**src/amc_pkg.sv**
```systemverilog
// constants shared by the converter control end and the host sequencer end
// assumes one 250 MHz clock for both ends and a serial port of 24-bit commands
// How it works
// - only rising clock edges drive all timing
// - clock format needs no configuration write
// - reset by pin pulse or 0x0001 at 0x00
// - power-down by pin or 0x0f writes
// - host start-up order: reset, down, phase, mode, up, inputs
// - phase register written only while powered down
// - mode changed only while powered down
// - mode change: down, mode, up, inputs
// - 0x31 selects mode and divider
// - input routing applies when each write completes
// - dual mode: 0x3a channel one, 0x3b two
// - single mode: both registers carry same value
// - quad mode: bytes map channels one to four
package amc_pkg;
    localparam int          CMD_BITS       = 24;
    localparam logic [4:0]  CMD_CNT_LAST   = 5'h17;
    localparam logic [7:0]  ADDR_RESET     = 8'h00;
    localparam logic [7:0]  ADDR_POWER     = 8'h0f;
    localparam logic [7:0]  ADDR_MODE      = 8'h31;
    localparam logic [7:0]  ADDR_SEL_LO    = 8'h3a;
    localparam logic [7:0]  ADDR_SEL_HI    = 8'h3b;
    localparam logic [7:0]  ADDR_PHASE     = 8'h42;
    localparam logic [15:0] VAL_RESET      = 16'h0001;
    localparam logic [15:0] VAL_POWER_DOWN = 16'h0200;
    localparam logic [15:0] VAL_ACTIVE     = 16'h0000;
    localparam logic [15:0] MODE_SINGLE    = 16'h0001;
    localparam logic [15:0] MODE_DUAL      = 16'h0102;
    localparam logic [15:0] MODE_QUAD      = 16'h0204;
    localparam logic [15:0] RST_MODE       = 16'h0001;
    localparam logic [15:0] RST_SEL        = 16'h0202;
    localparam logic [15:0] RST_PHASE      = 16'h0000;
    localparam logic [7:0]  SEL_IN1        = 8'h02;
    localparam logic [7:0]  SEL_IN2        = 8'h04;
    localparam logic [7:0]  SEL_IN3        = 8'h08;
    localparam logic [7:0]  SEL_IN4        = 8'h10;
    typedef enum logic [1:0] {AMC_SINGLE, AMC_DUAL, AMC_QUAD, AMC_BAD} amc_mode_t;
endpackage

```
**src/amc_if.sv**
```systemverilog
// serial command link and control pins between host and converter control
// assumes both ends share ref_clk; data is shifted msb first
`timescale 1ns/1ns
interface amc_if;
    logic ser_sel;
    logic ser_data;
    logic chip_reset_low_pin;
    logic power_down_pin;
    modport host (output ser_sel, output ser_data, output chip_reset_low_pin,
                  output power_down_pin);
    modport dev  (input ser_sel, input ser_data, input chip_reset_low_pin,
                  input power_down_pin);
endinterface

```
**src/amc_dev.sv**
```systemverilog
// converter control end: serial command receiver, register bank, power and routing
// assumes commands arrive msb first, one bit per ref_clk while ser_sel is high
`timescale 1ns/1ns
module amc_dev (
    input  wire logic        ref_clk,
    input  wire logic        srst,
    amc_if.dev               link,
    output logic             powered_down,
    output logic [1:0]       mode,
    output logic [2:0]       clk_div,
    output logic [15:0]      phase_setting,
    output logic [31:0]      route_sel,
    output logic             mode_error
);
    logic [23:0] sh_r;
    logic [4:0]  cnt_r;
    logic [15:0] mode_r;
    logic [15:0] sel_lo_r;
    logic [15:0] sel_hi_r;
    logic [15:0] phase_r;
    logic        soft_pd_r;
    logic        pd_r;
    logic [1:0]  mode_out_r;
    logic [2:0]  div_r;
    logic [31:0] route_r;
    logic        err_r;

    // --------------------------------------------------------------
    // command receive: rising edges only, no clock format setting
    // --------------------------------------------------------------
    wire        bit_in   = link.ser_sel;
    wire [23:0] sh_nxt   = {sh_r[22:0], link.ser_data};
    wire        done     = bit_in && (cnt_r == amc_pkg::CMD_CNT_LAST);
    wire [7:0]  w_addr   = sh_nxt[23:16];
    wire [15:0] w_data   = sh_nxt[15:0];
    wire        pin_rst  = !link.chip_reset_low_pin;
    wire        soft_rst = done && (w_addr == amc_pkg::ADDR_RESET)
                           && (w_data == amc_pkg::VAL_RESET);
    wire        any_rst  = srst || pin_rst || soft_rst;
    wire        down     = soft_pd_r || link.power_down_pin;
    wire        wr_pwr   = done && (w_addr == amc_pkg::ADDR_POWER);
    // mode and phase only taken while down; an active write is flagged
    wire        wr_mode  = done && (w_addr == amc_pkg::ADDR_MODE);
    wire        wr_phase = done && (w_addr == amc_pkg::ADDR_PHASE);

    always_ff @(posedge ref_clk) begin
        if (srst || pin_rst) begin
            sh_r  <= 24'h000000;
            cnt_r <= 5'h00;
        end else if (bit_in) begin
            sh_r  <= sh_nxt;
            cnt_r <= done ? 5'h00 : cnt_r + 5'h01;
        end else begin
            cnt_r <= 5'h00;
        end
    end

    // --------------------------------------------------------------
    // register bank
    // --------------------------------------------------------------
    always_ff @(posedge ref_clk) begin
        if (any_rst) begin
            mode_r    <= amc_pkg::RST_MODE;
            sel_lo_r  <= amc_pkg::RST_SEL;
            sel_hi_r  <= amc_pkg::RST_SEL;
            phase_r   <= amc_pkg::RST_PHASE;
            soft_pd_r <= 1'b0;
            err_r     <= 1'b0;
        end else begin
            if (wr_pwr && w_data == amc_pkg::VAL_POWER_DOWN)
                soft_pd_r <= 1'b1;
            else if (wr_pwr && w_data == amc_pkg::VAL_ACTIVE)
                soft_pd_r <= 1'b0;
            if (wr_mode && down)
                mode_r <= w_data;
            if ((wr_mode || wr_phase) && !down)
                err_r <= 1'b1;
            if (wr_phase && down)
                phase_r <= w_data;
            if (done && w_addr == amc_pkg::ADDR_SEL_LO)
                sel_lo_r <= w_data;
            if (done && w_addr == amc_pkg::ADDR_SEL_HI)
                sel_hi_r <= w_data;
        end
    end

    // --------------------------------------------------------------
    // mode decode and routing
    // --------------------------------------------------------------
    wire amc_pkg::amc_mode_t m_dec =
        (mode_r == amc_pkg::MODE_SINGLE) ? amc_pkg::AMC_SINGLE :
        (mode_r == amc_pkg::MODE_DUAL)   ? amc_pkg::AMC_DUAL   :
        (mode_r == amc_pkg::MODE_QUAD)   ? amc_pkg::AMC_QUAD   : amc_pkg::AMC_BAD;
    wire [2:0] div_dec = (m_dec == amc_pkg::AMC_DUAL) ? 3'h2 :
                         (m_dec == amc_pkg::AMC_QUAD) ? 3'h4 : 3'h1;
    // channel bytes: {ch4, ch3, ch2, ch1}, one-hot input code each
    wire [7:0] ch1 = sel_lo_r[15:8];
    wire [7:0] ch2 = (m_dec == amc_pkg::AMC_QUAD) ? sel_lo_r[7:0] : sel_hi_r[15:8];
    wire [7:0] ch3 = (m_dec == amc_pkg::AMC_QUAD) ? sel_hi_r[15:8] : 8'h00;
    wire [7:0] ch4 = (m_dec == amc_pkg::AMC_QUAD) ? sel_hi_r[7:0] : 8'h00;
    // single mode routes one input; both registers expected equal
    wire [31:0] route_nxt = (m_dec == amc_pkg::AMC_SINGLE) ? {24'h000000, ch1}
                                                           : {ch4, ch3, ch2, ch1};

    always_ff @(posedge ref_clk) begin
        if (srst) begin
            pd_r       <= 1'b0;
            mode_out_r <= 2'h0;
            div_r      <= 3'h1;
            route_r    <= 32'h00000000;
        end else begin
            pd_r       <= down;
            mode_out_r <= m_dec;
            div_r      <= div_dec;
            route_r    <= route_nxt;
        end
    end

    assign powered_down  = pd_r;
    assign mode          = mode_out_r;
    assign clk_div       = div_r;
    assign phase_setting = phase_r;
    assign route_sel     = route_r;
    assign mode_error    = err_r;
endmodule

```
**src/flat_wrapper.sv**
```systemverilog
// flat-port wrapper written by rule: the top's interface ports become plain ports
module amc_dev_flat 
  (ref_clk, srst, powered_down, mode, clk_div, phase_setting, route_sel, mode_error, link_ser_sel, link_ser_data, link_chip_reset_low_pin, link_power_down_pin);
  amc_if link_i ();
  input  wire logic ref_clk;
  input  wire logic srst;
  output logic powered_down;
  output logic [1:0] mode;
  output logic [2:0] clk_div;
  output logic [15:0] phase_setting;
  output logic [31:0] route_sel;
  output logic mode_error;
  input wire logic [$bits(link_i.ser_sel)-1:0] link_ser_sel;
  input wire logic [$bits(link_i.ser_data)-1:0] link_ser_data;
  input wire logic [$bits(link_i.chip_reset_low_pin)-1:0] link_chip_reset_low_pin;
  input wire logic [$bits(link_i.power_down_pin)-1:0] link_power_down_pin;
  assign link_i.ser_sel = link_ser_sel;
  assign link_i.ser_data = link_ser_data;
  assign link_i.chip_reset_low_pin = link_chip_reset_low_pin;
  assign link_i.power_down_pin = link_power_down_pin;
  amc_dev u_core (.ref_clk(ref_clk), .srst(srst), .link(link_i), .powered_down(powered_down), .mode(mode), .clk_div(clk_div), .phase_setting(phase_setting), .route_sel(route_sel), .mode_error(mode_error));
endmodule
```
**config.mk**
```make
export PLATFORM = sky130hd
export DESIGN_NAME = amc_dev_flat
export DESIGN_NICKNAME = d
export VERILOG_FILES = /design/src/amc_pkg.sv /design/src/amc_if.sv /design/src/amc_dev.sv /design/src/flat_wrapper.sv
export SDC_FILE = /design/constraint.sdc
export NUM_CORES = 1
export LEC_CHECK = 0
export BUFFER_PORTS_ARGS = -buffer_cell sky130_fd_sc_hd__buf_2
export CORE_UTILIZATION = 60
export CTS_CLUSTER_SIZE = 40
export DETAILED_ROUTE_END_ITERATION = 16
export GPL_ROUTABILITY_DRIVEN = 0
export PLACE_DENSITY = 0.82
export SYNTH_ARGS = -nofsm -noshare
export SYNTH_HDL_FRONTEND = slang
export SYNTH_SLANG_ARGS = --single-unit
```
**constraint.sdc**
```tcl
create_clock -name ref_clk -period 3.8 [get_ports ref_clk]
set_input_delay 0.76 -clock ref_clk [delete_from_list [all_inputs] [get_ports ref_clk]]
set_output_delay 0.76 -clock ref_clk [all_outputs]
set_load 0.01 [all_outputs]
```
==> impl_metrics.py <==
metrics = {
    "clock_tree": {
        "h-tree-depth": 4,
        "cts_sinks": 132,
        "cts_tree": "yes",
        "postCtsHoldBufs": 0,
        "post-cts-setup-buffers": 0,
        "cts_resized": 0,
        "path_clk_slew_ns": 0.06,
        "clk_latency_ns": 0.52,
        "cts_max_path_buffers": 2,
        "root_buffer": "clkbuf_8",
        "numCtsBuffers": 17,
    },
    "cells_and_area": {
        "n_fill_cell": 552,
        "nets": 582,
        "areaGrowthSynthToFinish_pct": 16.3,
        "drive_gt1_frac": 0.183,
        "n_antenna_cell": 0,
        "design_area_um2": 5820,
    },
    "hold_path": {
        "hold_path_class": "flip-flop to flip-flop",
        "hold_end": "u_core.cnt_r[0]",
        "hold_depth": 1,
        "hold_start": "u_core.cnt_r[0]",
    },
    "synth": {
        "synth_common_cells": "dfxtp_1 (132), nand3_1 (64), a21oi_1 (62)",
        "syn_nets": 544,
        "synth_most_common_cell": "dfxtp_1",
        "synth_area_leaders": "dfxtp_1 (53%), nand3_1 (6.4%), a21oi_1 (6.2%)",
        "synth.top_cell.area_share": 0.528,
        "synth-edff-count": 0,
        "synth_cell_types": 48,
        "syn_area_um2": 5000,
        "synth_seq_area_share": 0.528,
        "yosys_warnings": 0,
        "synthCells": 534,
        "async_flop_share": 0,
        "synth_top_cell_by_area": "dfxtp_1",
        "synthFlopType": "dfxtp_1",
        "synth_seq_cells": 132,
        "synth.avg_cell_area_um2": 9.37,
    },
    "critical_path": {
        "ff2ff_path_depth": 7,
        "cp.required_ns": 4.21,
        "slowest_stage": "a2111oi_0",
        "reg2reg_slack_ns": 1.09,
        "worstPathCellList": "nor4_1 > nand3_1 > a2111oi_0 > inv_1 > ha_1 > mux2i_1 > nor2_1",
        "critPathMaxFanout": 25,
        "worstSetupStartpointType": "flip-flop",
        "cp.arrival_ns": 3.12,
        "crit_path_end_kind": "flip-flop",
        "r2r-end": "u_core.route_sel[10]",
        "reg2reg_from": "u_core.mode_r[5]",
        "max_stage_delay_ns": 0.82,
        "criticalPathCategory": "flip-flop to flip-flop",
    },
    "timing": {
        "fin_crit_ns": 2.71,
        "max-slew-margin-rel": 0.285,
        "tightest_slew_ns": 1.05,
        "fin_worst_skew_ns": 0.00750,
        "max_freq_mhz": 369,
        "setup_tns_ns": 0,
        "finalSetupViolations": 0,
        "rsz0062_at_grt": "no",
        "hold_viol": 0,
        "slew_viol_final": 0,
        "period_share": 0.713,
    },
    "grt": {
        "grt_pass1_wl_mm": 19.2,
        "grt_pass1_vias": 3909,
        "track_usage": 0.289,
        "grt_max_degree": 53,
        "grt_overflow": 0,
        "antenna_found_initial": 0,
    },
    "drt": {
        "viasPerCell": 6.13,
        "drc_errors": 0,
        "wl_mm": 11.9,
        "via_count": 4208,
        "drtAntennaViolNets": 0,
        "drt-initial-drc-count": 309,
        "firstDrtPassIters": 5,
        "wire_per_inst_um": 17.3,
    },
    "placement": {
        "hpwl_mm": 7.13,
        "post_dp_cell_area_um2": 5260,
        "port_buffers": 60,
    },
    "floorplan": {
        "rows": 32,
        "start_util": 0.634,
        "die_area_um2": 8710,
        "die_w_um": 93.3,
        "core_area_um2": 7890,
        "ioPinCount": 61,
        "die_y_um": 93.3,
    },
    "run_status": {
        "status": "finished clean",
    },
    "power": {
        "pwr_density_cell_nw_per_um2": 513,
        "peakVddDrop_mv": 0.324,
        "p_leak_uw": 0.00226,
    },
    "job": {
        "drv_cap": 0,
    },
}
==> layout make-up <==
cell class	count	area, µm²	share of cell area
Clock buffer	19	432	0.0742
Sequential cell	132	2640	0.454
Timing Repair Buffer	66	358	0.0615
Tap cell	102	128	0.0219
Clock inverter	13	133	0.0228
Multi-Input combinational cell	350	2110	0.362
Inverter	5	18.8	0.00323
==> worst max path at each step <==
| stage | cells after the start | slack, ns | startpoint | to |
|---|---|---|---|---|
| global placement | 5 | 1.16 | link_ser_sel | u_core.phase_setting[10] |
| floorplan | 8 | 1.27 | u_core.mode_r[5] | u_core.route_sel[13] |
| global route | 7 | 0.64 | u_core.mode_r[15] | u_core.route_sel[9] |
| finish | 7 | 1.09 | u_core.mode_r[5] | u_core.route_sel[10] |
| detailed placement | 5 | 1.01 | link_ser_sel | u_core.phase_setting[1] |
| CTS | 7 | 1.09 | u_core.mode_r[5] | u_core.route_sel[10] |
==> cells by family (layout without fill, tap and decap cells) <==
| logic type | count (synthesis) | count (layout) | share of synthesized area |
|---|---|---|---|
| simple gates | 179 | 179 | 0.201 |
| compound gates | 134 | 134 | 0.143 |
| flops | 132 | 132 | 0.528 |
| buf+inv | 52 | 103 | 0.0530 |
| mux | 31 | 31 | 0.0620 |
| fa+ha+maj | 4 | 4 | 0.0100 |
| xor+xnor | 2 | 2 | 0.00350 |
==> cell usage in the layout, fill, tap and decap left out, drive strengths merged, types with 7 or more instances in the layout <==
master | netlist | final
buf | 23 | 66
clkbuf | 24 | 19
nor2 | 43 | 43
inv | 5 | 7
mux2i | 31 | 31
nor2b | 10 | 10
o21ai | 60 | 60
a21oi | 62 | 62
dfxtp | 132 | 132
nand2 | 7 | 7
nand3 | 64 | 64
and3 | 20 | 20
==> report_power, final <==
group / switching, µW / internal [µW]
sequential: 2.16 / 1390
combinational: 32.5 / 14.5
clock: 600 / 947
==> sequential cells by signal (all words and copies together), names as in the netlist <==
name and count:
u_core.route_sel 32, u_core.sh_r 23, u_core.mode_r 16, u_core.phase_setting 16, u_core.sel_hi_r 16, u_core.sel_lo_r 16
u_core.cnt_r 5, u_core.clk_div 3, u_core.mode 2, u_core.mode_error 1, u_core.powered_down 1, u_core.soft_pd_r 1
==> routing by layer <==
layer  vias to the layer above  GRT usage  part of all wire
li1                       1971          -                 -
met1                      1997      0.363              0.42
met2                       202      0.455              0.47
met3                        38     0.0821             0.079
met4                         0      0.147             0.032
met5                         -          0                 0
==> worst max-delay path, delay by kind of cell, from the launching register on <==
kind	cells	cell delay [ns]
multiplexers	1	0.29
buffers and inverters	1	0.11
AO/OA/AOI/OAI	1	0.82
flip-flops	1	0.31
AND/OR/NAND/NOR	3	0.54
adder cells (fa/ha/maj)	1	0.53
==> through the flow <==
step	hold slack (ns)	total power (µW)	worst slack, ns	cells	utilization
6_report	0.446	2980	1.09	687	0.738
5_1_grt	0.474	3060	0.635	687	0.738
4_1_cts	0.448	2990	1.09	687	0.738
3_5_place_dp	0.439	1460	1.01	655	0.666
3_3_place_gp	0.430	1460	1.16	655	0.666
2_1_floorplan	0.418	1460	1.27	534	-
Note: power is estimated with default switching activity, not from simulation.
